==> src/fault_supervisor_pkg.sv <==
`default_nettype none
package fault_supervisor_pkg;
    // ****************************************
    // Timing
    // ****************************************
    localparam int unsigned SYS_CLK_HZ = 20_000_000;
    localparam int unsigned TICK_HZ = 1_000_000;
    localparam int unsigned TICK_CYCLES = SYS_CLK_HZ / TICK_HZ;
    localparam int unsigned TICK_W = 5;
    localparam int unsigned OC_WAIT_TIME_MS = 12;
    localparam int unsigned OC_WAIT_TICKS_DEF = OC_WAIT_TIME_MS * (TICK_HZ / 1000);
    localparam int unsigned WAIT_W = 14;
    // ****************************************
    // Retry and rails
    // ****************************************
    localparam int unsigned RETRY_W = 3;
    localparam logic [RETRY_W-1:0] MAX_RETRIES = 3'h7;
    localparam logic [RETRY_W-1:0] RETRY_ZERO = 3'h0;
    localparam int unsigned NUM_RAILS = 2;
    localparam int unsigned RAIL_CORE = 0;
    localparam int unsigned RAIL_NB = 1;
    // ****************************************
    // Supervisor states
    // ****************************************
    typedef enum logic [5:0] {
        ST_OFF = 6'h01,
        ST_SOFT = 6'h02,
        ST_RUN = 6'h04,
        ST_OCWAIT = 6'h08,
        ST_OVP = 6'h10,
        ST_LATCH = 6'h20
    } sup_state_e;
endpackage
`default_nettype wire

==> src/dual_rail_fault_supervisor.sv <==
`timescale 1ns/100ps
`default_nettype none
module dual_rail_fault_supervisor #(
    parameter int unsigned OC_WAIT_TICKS = fault_supervisor_pkg::OC_WAIT_TICKS_DEF
) (
    // Clock and reset
    input wire logic sys_clk,
    input wire logic rst_n,
    // Bias, enable and soft-start
    input wire logic por_ok,
    input wire logic enable_in,
    input wire logic soft_start_done,
    output logic soft_start_run,
    // Voltage comparators, bit 0 core, bit 1 northbridge
    input wire logic [fault_supervisor_pkg::NUM_RAILS-1:0] ov_detect,
    input wire logic [fault_supervisor_pkg::NUM_RAILS-1:0] uv_below_300mv,
    input wire logic [fault_supervisor_pkg::NUM_RAILS-1:0] uv_above_250mv,
    input wire logic sense_below_400mv,
    input wire logic open_sense,
    // Averaged current comparators
    input wire logic core_oc_100ua,
    input wire logic core_oc_135ua,
    input wire logic core_oc_145ua,
    input wire logic core_timer_above_2v,
    input wire logic nb_oc_100ua,
    input wire logic nb_oc_135ua,
    // Power save and external phases
    input wire logic power_save_request_in,
    input wire logic [1:0] ext_phase_active,
    output logic power_save_request,
    // Gate control
    output logic core_switch_en,
    output logic nb_switch_en,
    output logic low_side_force,
    output logic ext_phase_low,
    output logic ext_phase_hiz,
    // Timing pin
    output logic core_timer_charge,
    output logic core_timer_discharge,
    // Open-drain power good
    output logic power_good_out_o,
    output logic power_good_out_oe
);
    import fault_supervisor_pkg::*;

    // ****************************************
    // Reset release
    // ****************************************
    logic [1:0] rst_sync_q;
    logic rst_n_sync;
    always_ff @(posedge sys_clk or negedge rst_n) begin
        if (!rst_n) begin
            rst_sync_q <= 2'h0;
        end else begin
            rst_sync_q <= {rst_sync_q[0], 1'b1};
        end
    end
    assign rst_n_sync = rst_sync_q[1];

    // ****************************************
    // Microsecond tick and shutdown wait
    // ****************************************
    sup_state_e state_q, state_d;
    logic [TICK_W-1:0] tick_q;
    logic [WAIT_W-1:0] wait_q;
    logic tick;
    logic wait_done;
    assign tick = (tick_q == TICK_W'(TICK_CYCLES - 1));
    assign wait_done = tick && (wait_q == WAIT_W'(OC_WAIT_TICKS - 1));
    always_ff @(posedge sys_clk or negedge rst_n_sync) begin
        if (!rst_n_sync) begin
            tick_q <= '0;
            wait_q <= '0;
        end else begin
            tick_q <= (tick || state_q != ST_OCWAIT) ? '0 : tick_q + 1'b1;
            if (state_q != ST_OCWAIT) begin
                wait_q <= '0;
            end else if (tick) begin
                wait_q <= wait_q + 1'b1;
            end
        end
    end

    // ****************************************
    // Fault decode
    // ****************************************
    logic calm;
    logic ov_any;
    logic ss_trip;
    logic core_run_trip;
    logic nb_run_trip;
    logic oc_trip;
    logic nb_only_trip;
    logic [RETRY_W-1:0] retry_q;
    logic final_trip;
    logic nb_only_q;
    assign ov_any = |ov_detect;
    assign calm = por_ok && !ov_any;
    // Boosted level while ramping covers the output capacitor in-rush
    assign ss_trip = (state_q == ST_SOFT) && (core_oc_135ua || nb_oc_135ua);
    // Dual threshold is armed only in run, never while ramping
    assign core_run_trip = (state_q == ST_RUN) && (core_oc_145ua || (core_oc_100ua && core_timer_above_2v));
    assign nb_run_trip = (state_q == ST_RUN) && nb_oc_100ua;
    assign oc_trip = ss_trip || core_run_trip || nb_run_trip;
    assign nb_only_trip = (state_q == ST_SOFT) ? (nb_oc_135ua && !core_oc_135ua) : (nb_run_trip && !core_run_trip);
    assign final_trip = oc_trip && (retry_q == MAX_RETRIES);

    // ****************************************
    // Supervisor state machine
    // ****************************************
    always_comb begin
        state_d = state_q;
        if (!por_ok) begin
            state_d = ST_OFF;
        end else if (ov_any) begin
            state_d = ST_OVP;
        end else begin
            case (state_q)
                ST_OFF: begin
                    if (enable_in && !open_sense) begin
                        state_d = ST_SOFT;
                    end
                end
                ST_SOFT, ST_RUN: begin
                    if (!enable_in || open_sense) begin
                        state_d = ST_OFF;
                    end else if (final_trip) begin
                        state_d = ST_LATCH;
                    end else if (oc_trip) begin
                        state_d = ST_OCWAIT;
                    end else if (state_q == ST_SOFT && soft_start_done) begin
                        state_d = ST_RUN;
                    end
                end
                ST_OCWAIT: begin
                    if (wait_done) begin
                        state_d = enable_in ? ST_SOFT : ST_OFF;
                    end
                end
                ST_OVP: begin
                    if (sense_below_400mv) begin
                        state_d = ST_LATCH;
                    end
                end
                ST_LATCH: begin
                    state_d = ST_LATCH;
                end
                default: begin
                    state_d = ST_OFF;
                end
            endcase
        end
    end

    // ****************************************
    // Retry counter and sticky flags
    // ****************************************
    logic enter_wait;
    logic ss_complete;
    logic force_normal_q;
    assign enter_wait = calm && (state_d == ST_OCWAIT) && (state_q != ST_OCWAIT);
    assign ss_complete = calm && (state_q == ST_SOFT) && (state_d == ST_RUN);
    always_ff @(posedge sys_clk or negedge rst_n_sync) begin
        if (!rst_n_sync) begin
            state_q <= ST_OFF;
            retry_q <= RETRY_ZERO;
            nb_only_q <= 1'b0;
            force_normal_q <= 1'b0;
        end else begin
            state_q <= state_d;
            if (!por_ok || ss_complete) begin
                retry_q <= RETRY_ZERO;
            end else if (enter_wait) begin
                retry_q <= retry_q + 1'b1;
            end
            if (enter_wait) begin
                nb_only_q <= nb_only_trip;
            end else if (!por_ok || ss_complete) begin
                nb_only_q <= 1'b0;
            end
            if (calm && oc_trip && !power_save_request_in) begin
                force_normal_q <= 1'b1;
            end else if (!por_ok) begin
                force_normal_q <= 1'b0;
            end
        end
    end

    // ****************************************
    // Undervoltage flags, set wins over release
    // ****************************************
    logic [NUM_RAILS-1:0] uv_q;
    generate
        for (genvar i = 0; i < NUM_RAILS; i++) begin : g_uv
            always_ff @(posedge sys_clk or negedge rst_n_sync) begin
                if (!rst_n_sync) begin
                    uv_q[i] <= 1'b0;
                end else if (uv_below_300mv[i]) begin
                    uv_q[i] <= 1'b1;
                end else if (uv_above_250mv[i]) begin
                    uv_q[i] <= 1'b0;
                end
            end
        end
    endgenerate

    // ****************************************
    // Output decode
    // ****************************************
    logic power_good_flag;
    logic core_sw_d;
    logic nb_sw_d;
    logic low_force_d;
    logic charge_d;
    assign power_good_flag = (state_q == ST_RUN) && calm && enable_in && !open_sense && !oc_trip
        && !(|uv_q) && !(|uv_below_300mv);
    assign core_sw_d = (state_q == ST_SOFT) || (state_q == ST_RUN) || ((state_q == ST_OCWAIT) && nb_only_q);
    assign nb_sw_d = (state_q == ST_SOFT) || (state_q == ST_RUN);
    assign low_force_d = (state_q == ST_OVP) || ((state_q == ST_OFF) && !por_ok);
    assign charge_d = (state_q == ST_RUN) && core_oc_100ua;
    always_ff @(posedge sys_clk or negedge rst_n_sync) begin
        if (!rst_n_sync) begin
            power_good_out_oe <= 1'b1;
            core_switch_en <= 1'b0;
            nb_switch_en <= 1'b0;
            low_side_force <= 1'b0;
            ext_phase_low <= 1'b0;
            ext_phase_hiz <= 1'b0;
            core_timer_charge <= 1'b0;
            core_timer_discharge <= 1'b1;
            soft_start_run <= 1'b0;
            power_save_request <= 1'b0;
        end else begin
            power_good_out_oe <= !power_good_flag;
            core_switch_en <= core_sw_d;
            nb_switch_en <= nb_sw_d;
            low_side_force <= low_force_d;
            ext_phase_low <= low_force_d && (|ext_phase_active);
            ext_phase_hiz <= !core_sw_d && !low_force_d && (|ext_phase_active);
            core_timer_charge <= charge_d;
            core_timer_discharge <= !charge_d;
            soft_start_run <= (state_q == ST_SOFT);
            power_save_request <= force_normal_q || power_save_request_in;
        end
    end
    assign power_good_out_o = 1'b0;
endmodule // dual_rail_fault_supervisor
`default_nettype wire

==> config.mk <==
export PLATFORM = sky130hd
export DESIGN_NAME = dual_rail_fault_supervisor
export DESIGN_NICKNAME = d
export VERILOG_FILES = /design/src/fault_supervisor_pkg.sv /design/src/dual_rail_fault_supervisor.sv
export SDC_FILE = /design/constraint.sdc
export NUM_CORES = 1
export LEC_CHECK = 0
export BUFFER_PORTS_ARGS = -buffer_cell sky130_fd_sc_hd__clkbuf_2
export CORE_ASPECT_RATIO = 0.8
export CORE_MARGIN = 1
export CORE_UTILIZATION = 35
export DETAILED_ROUTE_END_ITERATION = 6
export PLACE_DENSITY_LB_ADDON = 0.25
export SLEW_MARGIN = 20
export SYNTH_ARGS = -nofsm -noshare
export SYNTH_HDL_FRONTEND = slang
export SYNTH_SLANG_ARGS = --single-unit
==> constraint.sdc <==
create_clock -name sys_clk -period 3.4 [get_ports sys_clk]
set_input_delay 0.68 -clock sys_clk [delete_from_list [all_inputs] [get_ports sys_clk]]
set_output_delay 0.68 -clock sys_clk [all_outputs]
set_load 0.02 [all_outputs]
Word level (Yosys, flattened, before mapping)
Cells that the tools add are included.
- register bits: 44
- input port bits: 22
- output and inout bits: 11
- logic and storage cells: 123
- add/sub/neg operators: 3
- eq/ne operators: 13
- mux-type cells: 25
- reduce and logical (&&, ||, !) cells: 63
- operators by type and width (cell ; count):
    $mux 6 ; 9
    $pmux 6 s5 ; 1
    $logic_and 1x1->1 ; 29
    $mux 14 ; 2
    $add 14x1->14 const B ; 1
    $eq 14x14->1 const B ; 1
    $logic_not 1->1 ; 14
    $eq 6x3->1 const B ; 2
    $eq 6x4->1 const B ; 2
    $logic_or 1x1->1 ; 11
    $reduce_or 2->1 ; 5
    $mux 1 ; 9
    $reduce_bool 2->1 ; 4
    $eq 6x1->1 const B ; 1
    $eq 6x2->1 const B ; 1
    $eq 6x5->1 const B ; 1
    $eq 6x6->1 const B ; 1
    $mux 3 ; 2
    $ne 6x4->1 const B ; 1
    $add 5x1->5 const B ; 1
    $eq 5x5->1 const B ; 1
    $mux 5 ; 1
    $add 3x1->3 const B ; 1
    $eq 3x3->1 const B ; 1
    other kinds (2) ; 2

Logic depth before layout (Yosys ltp)
- depth in word-level cells: 16
- depth in mapped cells: 6
- depth with buffers taken out: 6

Worst setup path after synthesis
Ideal clock, no wire load.
- kind: register to register
- start: register state_q[5]
- end: register retry_q[1]
- setup time: 130 ps
- arrival time: 2144 ps
- required time: 3270 ps
- slack: 1126 ps
- cell stages (with the launch flop): 7
- buffers on the path: 1
- clock period less this slack: 2274 ps
- path through: dfrtp_1 buf_6 or4_4 or3_4 a2111oi_4 mux2i_1 nor2_1
- longest elaborated chain between the ends: 14
- elaborated cells between the ends (all ways): 34
- those cells by class: 9 x eq/ne; 11 x mux; 14 x reduce/logical
- ends and longest elaborated chain (item ; line ; text):
    from (decl) ; dual_rail_fault_supervisor.sv:63 ; sup_state_e state_q, state_d;
    from (signal assigned) ; dual_rail_fault_supervisor.sv:170 ; state_q <= state_d;
    $eq 6x2->1 or $eq 6x3->1 (tied branches) ; -- ;
    $logic_and 1x1->1 (on tied branches) ; dual_rail_fault_supervisor.sv:100, dual_rail_fault_supervisor.sv:102 ;
    $logic_or 1x1->1 (2 in series) ; dual_rail_fault_supervisor.sv:104 ; assign oc_trip = ss_trip || core_run_trip || nb_run_trip;
    $mux 6 or $logic_and 1x1->1 (tied branches) ; dual_rail_fault_supervisor.sv:129, dual_rail_fault_supervisor.sv:106 ;
    $mux 6 ; dual_rail_fault_supervisor.sv:127 ; end else if (final_trip) begin
    $mux 6 ; dual_rail_fault_supervisor.sv:125 ; if (!enable_in || open_sense) begin
    $pmux 6 s5 ; dual_rail_fault_supervisor.sv:118 ; case (state_q)
    $mux 6 ; dual_rail_fault_supervisor.sv:115 ; end else if (ov_any) begin
    $mux 6 ; dual_rail_fault_supervisor.sv:113 ; if (!por_ok) begin
    $eq 6x3->1 or $eq 6x4->1 (tied branches) ; dual_rail_fault_supervisor.sv:162, dual_rail_fault_supervisor.sv:161 ;
    $logic_and 1x1->1 (on tied branches) ; dual_rail_fault_supervisor.sv:162, dual_rail_fault_supervisor.sv:161 ;
    $logic_or 1x1->1 or $logic_and 1x1->1 (tied branches) ; dual_rail_fault_supervisor.sv:171, dual_rail_fault_supervisor.sv:161 ;
    $mux 3 or $reduce_bool 2->1 (tied branches) ; -- ;
    to (signal assigned) ; dual_rail_fault_supervisor.sv:174 ; retry_q <= retry_q + 1'b1;
    to (decl) ; dual_rail_fault_supervisor.sv:94 ; logic [RETRY_W-1:0] retry_q;
Several ways; a longest one is shown, not always the timed one.
A chain may end at the register's enable or synchronous reset.

Worst setup path in the final report
- start: register state_q[2]
- end: register retry_q[1]
Same word-level chain as after synthesis.

==> key figures <==
Critical path
  – Worst Setup SP: state_q[2]$_DFF_PN0_
  – Critical Path Fanout Max: 11
  – Startpoint types: flip-flop
  – RR Startpoint: state_q[2]$_DFF_PN0_
  – Critical Path End Type: flip-flop
  – Crit path kind: flip-flop to flip-flop
  – Crit path DAT: roughly 2.7 ns
  – Data required, critical path: about 3.6 ns

Global routing
  – Largest net degree at the start of global routing: 43
  – GRT Resource Usage Total: 0.149
  – Gr ovfl total: 0
  – First-pass GRT wire length: ~7.7 mm
  – Initial antenna violation count: 0
  – Number of global-route vias before repair: between 1500 and 2000

Timing
  – Hold Violations, Final: 0
  – Worst-Margin Slew: 0.914 ns
  – Slew Viols, Final: 0
  – Period utilization: 0.730
  – Post-Route Skew: 0.00695 ns
  – RSZ-0062 raised after global routing: no
  – Final min period: 2.48 ns
  – Min Hold Slack: 0.149 ns
  – Setup ws final: 0.919 ns
  – Worst slew margin: 0.391
  – Max Clk Rate: between 400 and 500 MHz
  – Post-route setup TNS: 0 ns
  – Final Setup Violations: 0

Place
  – DP Cell Count: approximately 330
  – Port Buffers: 31
  – Pre-CTS setup slack: 0.936 ns
  – Placer Congestion: around 0.8
  – HPWL Detailed: 3.34 mm

Cells and area
  – Commonest non-fill, non-tap cell in the layout: dfrtp_1
  – Finished Layout Cells: 336
  – Highest-count cells in the layout ignoring fill and taps: dfrtp_1 (40), clkbuf_2 (31), nor2_1 (29)
  – Layout area overhead: 14.2%
  – Nets: 280
  – Filler cells: between 600 and 700
  – Antenna diodes: 0
  – Layout cells sized above 1: 0.204

Pwr
  – Total power: 0.935 mW
  – Worst VDD drop: ~0.00019 V
  – Leak: 1.05 nW
  – Pwr dens: 371 nW/µm²

Logic synthesis
  – Post-Syn Instances: 221
  – Netlist Area Pre-Place: 2210 µm²
  – Primary FF master, synth: dfrtp_1
  – Syn avg cell area: 9.98 µm²
  – Flops & latches, synth: 44
  – Seq/Total Area, Yosys: 0.501
  – Post-synth cell types: 52
  – Asr flop ratio synth: 1.00
  – Post-synth EDFFs: 0
  – Yosys warning count: 0
  – Syn nets: 247

Clocking
  – Post-CTS sizing: 0
  – Postcts setup bufs: 0
  – # H-tree levels: 2
  – Worst-Skew Late Latency: 0.29 ns
  – Clock Tree Buf Depth: 2
  – CTS tree: done
  – Clock root cell: clkbuf_8
  – Reg clk slew, reported paths: ~0.08 ns
  – Sink Count: 44
  – CTS buffer count: 5
  – # hold bufs at CTS: 0

Die
  – Boundary Pins: 33
  – Die height: 73.0 µm
  – Die footprint: 6630 µm²
  – Die width: just over 90 µm
  – FP Rows: 25
  – Initial Util: 0.367
  – Core ar.: 6010 µm²

Route
  – ANT nets after route: 0
  – Residual DRC: 0
  – Total Wirelength: 4.43 mm
  – Drt via density: around 5.0
  – DR vias: between 1500 and 2000
  – Wire length per cell: around 13 µm
  – Initial DRC Count: 98
  – 1st-pass router iterations: 4

Min path
  – Worst Hold Class: input port to asynchronous set/reset pin

Outcome
  – Status: completed

Run
  – Max cap viols: 0
[worst max-delay path, stage by stage (launching register included)]
cell	delay (ns)
dfrtp_1	0.52
or4_4	0.60
or3_4	0.43
a2111oi_4	0.52
mux2i_1	0.23
nor2_1	0.05
[final cells by class]
cell class                 instances  area (µm²)  area share
inverter                          10        37.5      0.0149
clock buffer                       7        76.3      0.0303
timing repair buffer              33         170      0.0676
sequential                        44        1110       0.439
multi-input combinational        160        1020       0.406
clock inverter                     1        5.00     0.00199
tap                               81         101      0.0402
[layer usage]
| metal | global-route usage | share of wire | up-vias |
|---|---|---|---|
| met4 | 0.0573 | 0.015 | 0 |
| met2 | 0.197 | 0.40 | 36 |
| met1 | 0.232 | 0.55 | 775 |
| met3 | 0.0313 | 0.036 | 7 |
| li1 | - | - | 848 |
| met5 | 0 | 0 | - |
[synthesized netlist by cell type (all sizes together), types with 2 or more instances]
master,instances,share of area
dfrtp,41,0.47
nor2,30,0.052
nand2,16,0.027
nand3,13,0.029
xor2,11,0.044
inv,10,0.017
nor3,8,0.018
a21oi,7,0.016
xnor2,7,0.028
nand4,6,0.017
nor4,6,0.017
buf,5,0.015
o21ai,5,0.011
ha,4,0.023
dfstp,3,0.036
mux2i,3,0.014
nor2b,3,0.0085
or4,3,0.014
a21o,2,0.0068
a311oi,2,0.0079
and2,2,0.0057
clkbuf,2,0.0034
conb,2,0.0034
nand2b,2,0.0057
nand3b,2,0.0068
o211ai,2,0.0068
o21a,2,0.0068
or2,2,0.0057
or3,2,0.010
[registers in the layout, indices dropped and copies added (netlist names), 2 cells and up]
signal	count
retry_q	3
rst_sync_q	2
state_q	6
tick_q	5
uv_q	2
wait_q	14
[metrics by stage]
stage                     instance area, µm²   util
after floorplan                         2210      -
after detailed placement                2440  0.406
after global routing                    2520  0.419
after CTS                               2520  0.419
after global placement                  2440  0.406
final                                   2520  0.419
[worst paths after layout]
check,to,slack (ns),cells after the start
worst max-delay path,retry_q[1]$_DFFE_PN0P_,0.92,5
min in group sys_clk,rst_sync_q[1]$_DFF_PN0_,0.37,0
max in group asynchronous,state_q[1]$_DFF_PN0_,2.41,0
worst max register to register,retry_q[1]$_DFFE_PN0P_,0.92,5
worst min-delay path,rst_sync_q[1]$_DFF_PN0_,0.15,1
worst min register to register,rst_sync_q[1]$_DFF_PN0_,0.37,0
[logic make-up (layout without fill, tap and decap cells)]
family          Yosys count  in the layout  share of synthesized area
other cells               2              2                    0.00340
compound gates           31             31                      0.104
simple gates            101            101                      0.244
fa+ha+maj                 5              5                     0.0272
xor+xnor                 18             18                     0.0715
buf+inv                  17             51                     0.0357
mux                       3              3                     0.0136
flops                    44             44                      0.501
[power by group]
part / internal [mW] / switching [mW]
sequential: 0.534 / 0.0177
combinational: 0.0280 / 0.0388
clock: 0.144 / 0.172
(Power assumes the default switching activity.)
